`config.mk`:
```
export PLATFORM = sky130hd
export DESIGN_NAME = acss_top
export DESIGN_NICKNAME = d
export VERILOG_FILES = /design/src/acss_pkg.sv /design/src/acss_clamp.sv /design/src/acss_pick.sv /design/src/acss_top.sv
export VERILOG_INCLUDE_DIRS = /design/src
export SDC_FILE = /design/constraint.sdc
export NUM_CORES = 1
export LEC_CHECK = 0
export BUFFER_PORTS_ARGS = -buffer_cell sky130_fd_sc_hd__buf_2
export CORE_MARGIN = 2
export CORE_UTILIZATION = 40
export CTS_BUF_LIST = sky130_fd_sc_hd__clkbuf_16
export CTS_CLUSTER_DIAMETER = 200
export DETAILED_ROUTE_END_ITERATION = 16
export PLACE_DENSITY = 0.73
export SETUP_SLACK_MARGIN = 0.4
export SLEW_MARGIN = 20
export SYNTH_ARGS = -nofsm -noshare
export SYNTH_HDL_FRONTEND = slang
export SYNTH_SLANG_ARGS = --single-unit
```
`constraint.sdc`:
```
create_clock -name ref_clk_i -period 4 [get_ports ref_clk_i]
set_input_delay 0.4 -clock ref_clk_i [delete_from_list [all_inputs] [get_ports ref_clk_i]]
set_output_delay 0.4 -clock ref_clk_i [all_outputs]
set_load 0.02 [all_outputs]
```
`src/acss_map.svh`:
```
// Register offsets, field positions, reset values and clamp counts of the scan sequencer.
// Assumes inclusion by bare name from the clamp, top and bench modules.
`ifndef ACSS_MAP_SVH
`define ACSS_MAP_SVH
`define ACSS_OFF_STATUS 8'h04
`define ACSS_OFF_OSC 8'h18
`define ACSS_OFF_CLOCKS_PER_CONVERSION 8'h19
`define ACSS_OFF_LAUNCH 8'h1e
`define ACSS_OFF_CANCEL 8'h1f
`define ACSS_OFF_CHEN 8'h20
`define ACSS_BIT_FIRST 0
`define ACSS_BIT_SECOND 1
`define ACSS_BIT_LAUNCH 0
`define ACSS_BIT_CANCEL 0
`define ACSS_BIT_OSC 0
`define ACSS_POS_STATE 1
`define ACSS_RST_CHEN 2'h3
`define ACSS_RST_OSC 1'h0
`define ACSS_RST_CLOCKS_PER_CONVERSION 8'h00
`define ACSS_MIN_HS 8'h15
`define ACSS_MIN_LP 8'h12
`define ACSS_ST_OFF 2'h0
`define ACSS_ST_ON 2'h1
`define ACSS_ST_ERR 2'h3
`endif

```
`src/acss_pkg.sv`:
```
// Types shared by the scan sequencer modules.
// Assumes acss_map.svh is on the include path.
package acss_pkg;
    typedef enum logic [1:0] {ACSS_IDLE, ACSS_CONV, ACSS_NEXT} acss_phase_t;
    typedef logic [7:0] acss_byte_t;
endpackage

```
`src/acss_clamp.sv`:
```
// Conversion length clamp for the selected oscillator.
// Assumes inputs are register outputs on the same clock.
`timescale 1ns/1ps
`include "acss_map.svh"
module acss_clamp (
    input wire logic [7:0] raw_i,
    input wire logic lp_i,
    output logic [7:0] len_o
);
    import acss_pkg::*;
    // Minimum length depends on oscillator
    function automatic logic [7:0] acss_clip(input logic [7:0] x, input logic [7:0] m);
        acss_clip = (x <= m) ? m : x;
    endfunction
    // High speed floor 21, low power floor 18
    assign len_o = lp_i ? acss_clip(raw_i, `ACSS_MIN_LP) : acss_clip(raw_i, `ACSS_MIN_HS);
endmodule

```
`src/acss_pick.sv`:
```
// Next enabled channel finder for the scan order first then second.
// Assumes enables come from registers on the same clock.
`timescale 1ns/1ps
module acss_pick (
    input wire logic [1:0] en_i,
    input wire logic cur_i,
    input wire logic from_start_i,
    output logic found_o,
    output logic ch_o
);
    // From start pick lowest enabled; else only second after first remains
    always_comb begin
        if (from_start_i) begin
            found_o = en_i[0] | en_i[1];
            ch_o = ~en_i[0];
        end else begin
            found_o = ~cur_i & en_i[1];
            ch_o = 1'b1;
        end
    end
endmodule

```
`src/acss_top.sv`:
```
// Channel scan sequencer with conversion timing select, registers on a byte port.
// Assumes the serial bus engine decodes transfers into one-cycle write and read strobes.
`timescale 1ns/1ps
`include "acss_map.svh"
module acss_top (
    input wire logic ref_clk_i,
    input wire logic reset_i,
    input wire logic gc_reset_i,
    input wire logic wr_i,
    input wire logic rd_i,
    input wire acss_pkg::acss_byte_t addr_i,
    input wire acss_pkg::acss_byte_t wdata_i,
    input wire logic [2:0] operating_mode_select_i,
    input wire logic error_i,
    input wire logic conv_tick_i,
    output acss_pkg::acss_byte_t rdata_o,
    output logic busy_o,
    output logic conv_start_o,
    output logic conv_ch_o,
    output logic oscillator_pick_o,
    output acss_pkg::acss_byte_t clocks_per_conversion_o
);
    import acss_pkg::*;
    localparam logic [1:0] RST_CHEN = `ACSS_RST_CHEN; // Both channels selected out of reset

    typedef struct packed {
        logic scan_include_second;
        logic scan_include_first;
        logic oscillator_pick;
        logic [7:0] clk_raw;
        logic [1:0] scan_error_state;
        acss_phase_t phase;
        logic ch;
        logic [7:0] cnt;
        logic busy;
        logic conv_start;
        logic [7:0] rdata;
        logic [7:0] len;
    } acss_state_t;

    acss_state_t st_reg;
    acss_state_t st_next;
    logic [7:0] len_w;
    logic found_w;
    logic pick_ch_w;
    logic from_start_w;
    logic seq_mode_w;
    logic launch_w;
    logic cancel_w;

    // Clamped conversion length
    acss_clamp u_clamp (
        .raw_i(st_reg.clk_raw),
        .lp_i(st_reg.oscillator_pick),
        .len_o(len_w)
    );

    // Next channel in the scan
    acss_pick u_pick (
        .en_i({st_reg.scan_include_second, st_reg.scan_include_first}),
        .cur_i(st_reg.ch),
        .from_start_i(from_start_w),
        .found_o(found_w),
        .ch_o(pick_ch_w)
    );

    // Decode of operating mode and command writes
    assign seq_mode_w = operating_mode_select_i[2];
    assign launch_w = wr_i && addr_i == `ACSS_OFF_LAUNCH && wdata_i[`ACSS_BIT_LAUNCH];
    assign cancel_w = wr_i && addr_i == `ACSS_OFF_CANCEL && wdata_i[`ACSS_BIT_CANCEL];
    assign from_start_w = (st_reg.phase == ACSS_IDLE);

    // Next state of registers and scan machine
    always_comb begin
        st_next = st_reg;
        st_next.conv_start = 1'b0;
        st_next.len = len_w;
        if (wr_i) begin
            unique case (addr_i)
                `ACSS_OFF_CHEN: begin
                    st_next.scan_include_second = wdata_i[`ACSS_BIT_SECOND];
                    st_next.scan_include_first = wdata_i[`ACSS_BIT_FIRST];
                end
                `ACSS_OFF_OSC: st_next.oscillator_pick = wdata_i[`ACSS_BIT_OSC];
                `ACSS_OFF_CLOCKS_PER_CONVERSION: st_next.clk_raw = wdata_i;
                default: ;
            endcase
        end
        // Conversion scan sequence
        unique case (st_reg.phase)
            ACSS_IDLE: begin
                if (launch_w) begin
                    st_next.busy = 1'b1;
                    if (seq_mode_w) begin
                        st_next.ch = found_w ? pick_ch_w : 1'b0;
                    end else begin
                        st_next.ch = 1'b0;
                    end
                    st_next.phase = ACSS_CONV;
                    st_next.conv_start = 1'b1;
                    st_next.cnt = len_w;
                end
            end
            ACSS_CONV: begin
                if (conv_tick_i) begin
                    if (st_reg.cnt <= 8'h01) begin
                        st_next.phase = ACSS_NEXT;
                    end else begin
                        st_next.cnt = st_reg.cnt - 8'h01;
                    end
                end
            end
            ACSS_NEXT: begin
                if (seq_mode_w && found_w) begin
                    st_next.ch = pick_ch_w;
                    st_next.phase = ACSS_CONV;
                    st_next.conv_start = 1'b1;
                    st_next.cnt = len_w;
                end else begin
                    st_next.phase = ACSS_IDLE;
                    st_next.busy = 1'b0;
                end
            end
            default: begin
                st_next.phase = ACSS_IDLE;
                st_next.busy = 1'b0;
            end
        endcase
        if (cancel_w) begin
            st_next.phase = ACSS_IDLE;
            st_next.busy = 1'b0;
            st_next.conv_start = 1'b0;
        end
        // Status field: launch clears, then live mode and error
        if (launch_w) begin
            st_next.scan_error_state = `ACSS_ST_OFF;
        end else if (!seq_mode_w) begin
            st_next.scan_error_state = `ACSS_ST_OFF;
        end else if (error_i) begin
            st_next.scan_error_state = `ACSS_ST_ERR;
        end else if (st_reg.scan_error_state != `ACSS_ST_ERR) begin
            st_next.scan_error_state = `ACSS_ST_ON;
        end
        // Read data, reserved and write-only bits zero
        st_next.rdata = 8'h00;
        if (rd_i) begin
            unique case (addr_i)
                `ACSS_OFF_CHEN: st_next.rdata = {6'h00, st_reg.scan_include_second,
                    st_reg.scan_include_first};
                `ACSS_OFF_STATUS: st_next.rdata = {5'h00, st_reg.scan_error_state, 1'b0};
                `ACSS_OFF_OSC: st_next.rdata = {7'h00, st_reg.oscillator_pick};
                `ACSS_OFF_CLOCKS_PER_CONVERSION: st_next.rdata = st_reg.clk_raw;
                default: st_next.rdata = 8'h00;
            endcase
        end
        if (gc_reset_i) begin
            st_next.scan_error_state = `ACSS_ST_OFF;
        end
    end

    // State register with synchronous reset
    always_ff @(posedge ref_clk_i) begin
        if (reset_i) begin
            st_reg.scan_include_second <= RST_CHEN[`ACSS_BIT_SECOND];
            st_reg.scan_include_first <= RST_CHEN[`ACSS_BIT_FIRST];
            st_reg.oscillator_pick <= `ACSS_RST_OSC;
            st_reg.clk_raw <= `ACSS_RST_CLOCKS_PER_CONVERSION;
            st_reg.scan_error_state <= `ACSS_ST_OFF;
            st_reg.phase <= ACSS_IDLE;
            st_reg.ch <= 1'b0;
            st_reg.cnt <= 8'h00;
            st_reg.busy <= 1'b0;
            st_reg.conv_start <= 1'b0;
            st_reg.rdata <= 8'h00;
            st_reg.len <= `ACSS_MIN_HS;
        end else begin
            st_reg <= st_next;
        end
    end

    // Outputs from flip-flops
    assign rdata_o = st_reg.rdata;
    assign busy_o = st_reg.busy;
    assign conv_start_o = st_reg.conv_start;
    assign conv_ch_o = st_reg.ch;
    assign oscillator_pick_o = st_reg.oscillator_pick;
    assign clocks_per_conversion_o = st_reg.len;
endmodule

```
Word-level counts from Yosys, hierarchy flattened. Index checks and enable logic that the tools add are counted.

Input port bits: 26. Output and inout port bits: 20. Logic and storage cells: 81. Bits in registers: 42.

Magnitude comparators: 3. Reduce and logical (&&, ||, !) cells: 19. Add/sub/neg operators: 1. Bitwise operators: 7. Multiplexer cells: 24. Eq/ne operators: 15.

Operator list (number): $mux 8 (5); $eq 8x5->1 const B (4); $pmux 8 s4 (1); $pmux 8 s3 (1); $le 8x5->1 const B (2); $mux 13 (1); $ne 2x2->1 const B (6); $mux 9 (1); $reduce_and 3->1 (3); $eq 8x3->1 const B (1); $eq 8x6->1 const B (1); $le 8x1->1 const B (1); $mux 2 (4); $sub 8x1->8 const B (1); $mux 1 (7); $pmux 2 s3 (1); $reduce_and 2->1 (3); $logic_and 1x1->1 (5); $not 1->1 (5); $reduce_and 5->1 (1); $pmux 1 s2 (2); $reduce_bool 2->1 (2); $reduce_or 2->1 (2); $reduce_or 4->1 (1); other kinds (8) (8).

Longest topological paths before layout.
Depth in word-level cells: 7. Depth in mapped cells: 8. Gate-level depth less buffers: 7.

By module. A second synthesis with hierarchy kept.

Cell total of the unflattened synthesis: 255. Area total of the unflattened synthesis: 2239.6 um^2.

Modules (own cells, without submodules): acss_top (cells each 232, area an instance 2095.8 um^2, sequential area each 840.8 um^2, instances 1); acss_clamp (cells each 19, area an instance 126.4 um^2, sequential area each 0.0 um^2, instances 1); acss_pick (cells each 4, area an instance 17.5 um^2, sequential area each 0.0 um^2, instances 1).

Least setup slack after synthesis. OpenSTA, ideal clock, no wires.

Path type: register -> register. From: register st_reg[20] in the netlist's numbering. To: register st_reg[25] in the netlist's numbering. Slack: 2.079 ns. Data required time: 3.884 ns. Buffers on the path: 1. Stages on the path, launching flop included: 7. Setup time: 0.116 ns. Arrival: 1.806 ns. Clock period less this slack: 1.921 ns. Path through: dfxtp_1 or4_4 o41ai_4 nand2_2 and2_4 buf_6 a31o_1.

Word-level cells in the longest chain between the ends: 4. Elaborated cells between the ends (all ways): 7. Those cells by class: add/sub: 1; order compare: 1; eq/ne: 1; mux: 3; reduce/logical: 1.

Ends and longest elaborated chain: start, declared (line acss_top.sv:41) `acss_state_t st_reg;`; start signal, assigned (line acss_top.sv:177) `st_reg <= st_next;`; $sub 8x1->8 (line acss_top.sv:109) `st_next.cnt = st_reg.cnt - 8'h01;`; $mux 8 (line acss_top.sv:106) `if (st_reg.cnt <= 8'h01) begin`; $mux 8 (line acss_top.sv:105) `if (conv_tick_i) begin`; $pmux 8 s3 (line acss_top.sv:90) `unique case (st_reg.phase)`.

Several ways; a longest one is shown, not always the timed one. The select of a mux whose other input is x is not followed. A chain may end at the register's enable or synchronous reset.

Worst setup path in the final report.
From: input port addr_i[5]. To: register st_reg[34] in the netlist's numbering.

Word-level cells in the longest chain between the ends: 2.

Ends and longest elaborated chain: start, declared (line acss_top.sv:11) `input wire acss_pkg::acss_byte_t addr_i,`; $eq 8x5->1 (line acss_top.sv:79) `unique case (addr_i)`; $reduce_and 2->1 (no source line).

No other way between the ends.

==> reports/metrics.json <==
{
  "run_status": {
    "status": "complete, no violations"
  },
  "floorplanning": {
    "floorplan.initialDensity_pct": 42.21,
    "core.rowCount": 26,
    "die_h_um": 78.12,
    "die-area_mm2": 0.006102,
    "io-pin-count": 46,
    "core_box_area_mm2": 0.005205,
    "die_x_um": 78.12
  },
  "sta": {
    "grt_setup_unrepaired": "false",
    "max_freq_mhz": 489.9,
    "worst_clock_skew_ns": 0.003402,
    "final_hold_violations": 0,
    "finalCriticalPeriod_ns": 2.041,
    "final_number_of_max_transition_violations": 0,
    "final_min_period_over_clock_period_pct": 51.03,
    "timing.slew.headroom_pct": 62.40,
    "timing_worst_slew_pin_value_ns": 0.5625,
    "timing.final.setup_violations": 0,
    "timing.setup.tns_ns": 0,
    "timing.final.ws_setup_ns": 1.959,
    "whs_ns": 0.2968
  },
  "global_routing": {
    "antenna_found_initial": 0,
    "first_global_vias": 1558,
    "grt_start_max_net_pins": 25,
    "globalRoute.totalOverflow": 0,
    "track_usage_pct": 15.72,
    "grt_first_pass_wirelength_mm": 7.548
  },
  "drt": {
    "routed_wl_mm": 4.670,
    "post-route-drc-count": 0,
    "detailroute.via_count": 1835,
    "first_pass_detailed_route_iteration_total": 4,
    "via_per_inst": 5.397,
    "avgRoutedWirePerCell_um": 13.74,
    "routed_antenna_nets": 0,
    "drt-initial-drc-count": 126
  },
  "layout": {
    "syn_to_final_growth_pct": 14.29,
    "share_of_layout_cells_above_drive_strength_1_pct": 25.56,
    "antenna_cells_inserted": 0,
    "largest_register_ff_count": 22,
    "final_nets": 301
  },
  "critical_path": {
    "critical_path.startpoint_type": "primary input",
    "crit_path_max_fanout": 8,
    "rrSetupSlack_ns": 2.00,
    "cp-end-kind": "flop",
    "arrival_ns": 2.19,
    "timing_worst_setup_path_type": "in2reg",
    "crit_required_ns": 4.15
  },
  "clocking": {
    "cts.sinks": 42,
    "cts_max_path_buffers": 2,
    "post_cts_buffers": 0,
    "cts.repair.resized": 0,
    "postCtsHoldBufs": 0,
    "tritoncts_clock_tree": "done",
    "cts_buffers": 5,
    "htreeDepth": 2,
    "post_cts_clock_slew_at_the_launch_and_capture_registers_of_the_worst_setup_and_hold_paths_ns": 0.06,
    "clock_tree.root_cell": "clkbuf_16",
    "clkLatencyLatePin_ns": 0.28
  },
  "yosys": {
    "synth.top_cell.area_share_pct": 38.27,
    "yosys-top-cells-area": "dfxtp_1 38%, buf_4 5.5%, nor2_1 4.4%, a21oi_1 4.1%, mux2i_1 4.1%",
    "ys_warn_count": 0,
    "synthTopCellsByCount": "42 x dfxtp_1, 26 x nor2_1, 18 x a21oi_1",
    "dominant_cell_by_count_in_the_synthesized_netlist": "dfxtp_1",
    "yosys_most_used_dff": "dfxtp_1",
    "synth.cell_area_mm2": 0.002197,
    "synthesis.nets": 274,
    "synth-seq-area-share_pct": 38.27,
    "syn-instance-count": 242,
    "number_of_enable_type_register_cells_in_the_synthesized_netlist": 0,
    "synth.lib_cells_used.distinct": 55,
    "netlist.top_cell.by_area": "dfxtp_1",
    "synth_area_per_cell_um2": 9.079,
    "post_synth_arst_share_pct": 0,
    "ys_ff_latch": 42
  },
  "pwr": {
    "leakagePower_nw": 1.130,
    "p_total_mw": 0.9771,
    "power.ir.vdd_worst_uv": 226.4,
    "power_density_mw_per_mm2": 389.1
  },
  "placement": {
    "portBuffers": 43,
    "preCtsSetupSlack_ns": 1.662,
    "detailedPlacementHpwl_mm": 3.406,
    "gp_congestion": 0.8556
  },
  "run": {
    "max_cap_violations": 0
  },
  "hold_path": {
    "timing.hold.worst.class": "in2reg"
  }
}
[worst paths after layout]
check,endpoint,depth (start not counted),startpoint
worst max-delay path,st_reg[34],6,addr_i[5]
worst min-delay path,st_reg[29],2,gc_reset_i
worst min register to register,rdata_o[1],2,st_reg[29]
worst max register to register,st_reg[25],5,st_reg[20]
[logic make-up after synthesis]
family,after synthesis,share of synthesized area [%]
compound gates,59,20.67
flops,42,38.27
fa+ha+maj,6,3.417
xor+xnor,4,1.595
buf+inv,31,8.428
mux,11,5.125
simple gates,89,22.49
[report_power, final]
part           switching, mW  internal [mW]  total, mW
logic                 0.0512         0.0453     0.0966
registers            0.00783          0.424      0.432
clock network          0.157          0.292      0.448
[critical path: stages]
cell and delay [ns]:
buf_2 0.12, nor4b_2 0.50, and4bb_2 0.38, nand3_1 0.44
mux2i_1 0.29, nor2_1 0.06
[stage by stage]
step / instance area, um2 / utilization (%) / instances
3_3_place_gp: 2345 / 45.05 / 332
2_1_floorplan: 2197 / - / 242
4_1_cts: 2511 / 48.25 / 340
6_report: 2511 / 48.25 / 340
3_5_place_dp: 2345 / 45.05 / 332
5_1_grt: 2511 / 48.25 / 340
[cell usage in the layout (no fill, tap or decap), drive strengths merged, types with 2 or more instances in the layout]
master,n
or4,2
nand2b,3
buf,43
nand4b,3
o21ai,7
mux2i,9
clkbuf,5
and2,9
a22oi,2
a31oi,2
nor4b,2
and4,4
and4b,2
a21bo,2
nor4,3
nor2,26
a32oi,3
a2bb2oi,3
a211oi,6
a21o,3
mux2,2
dfxtp,42
inv,9
nand3,9
a21oi,19
xnor2,3
nand2,16
nor2b,4
ha,6
a41oi,2
o31ai,2
[area by class of cell]
class,count,area (um2)
fillers,497,2694
flip-flops and latches,42,840.8
clock inverters,3,41.29
clock buffers,5,125.1
well taps,70,87.58
repair buffers,43,215.2
multi-input cells,169,1171
inverters,8,30.03
[routing by layer]
| layer | share of wire, % | track usage (%) | vias up |
|---|---|---|---|
| li1 | - | - | 918 |
| met1 | 45 | 20.23 | 856 |
| met2 | 48 | 25.52 | 56 |
| met3 | 5.2 | 3.908 | 5 |
| met4 | 1.5 | 5.789 | 0 |
| met5 | 0 | 0 | - |
(Power assumes the default switching activity.)
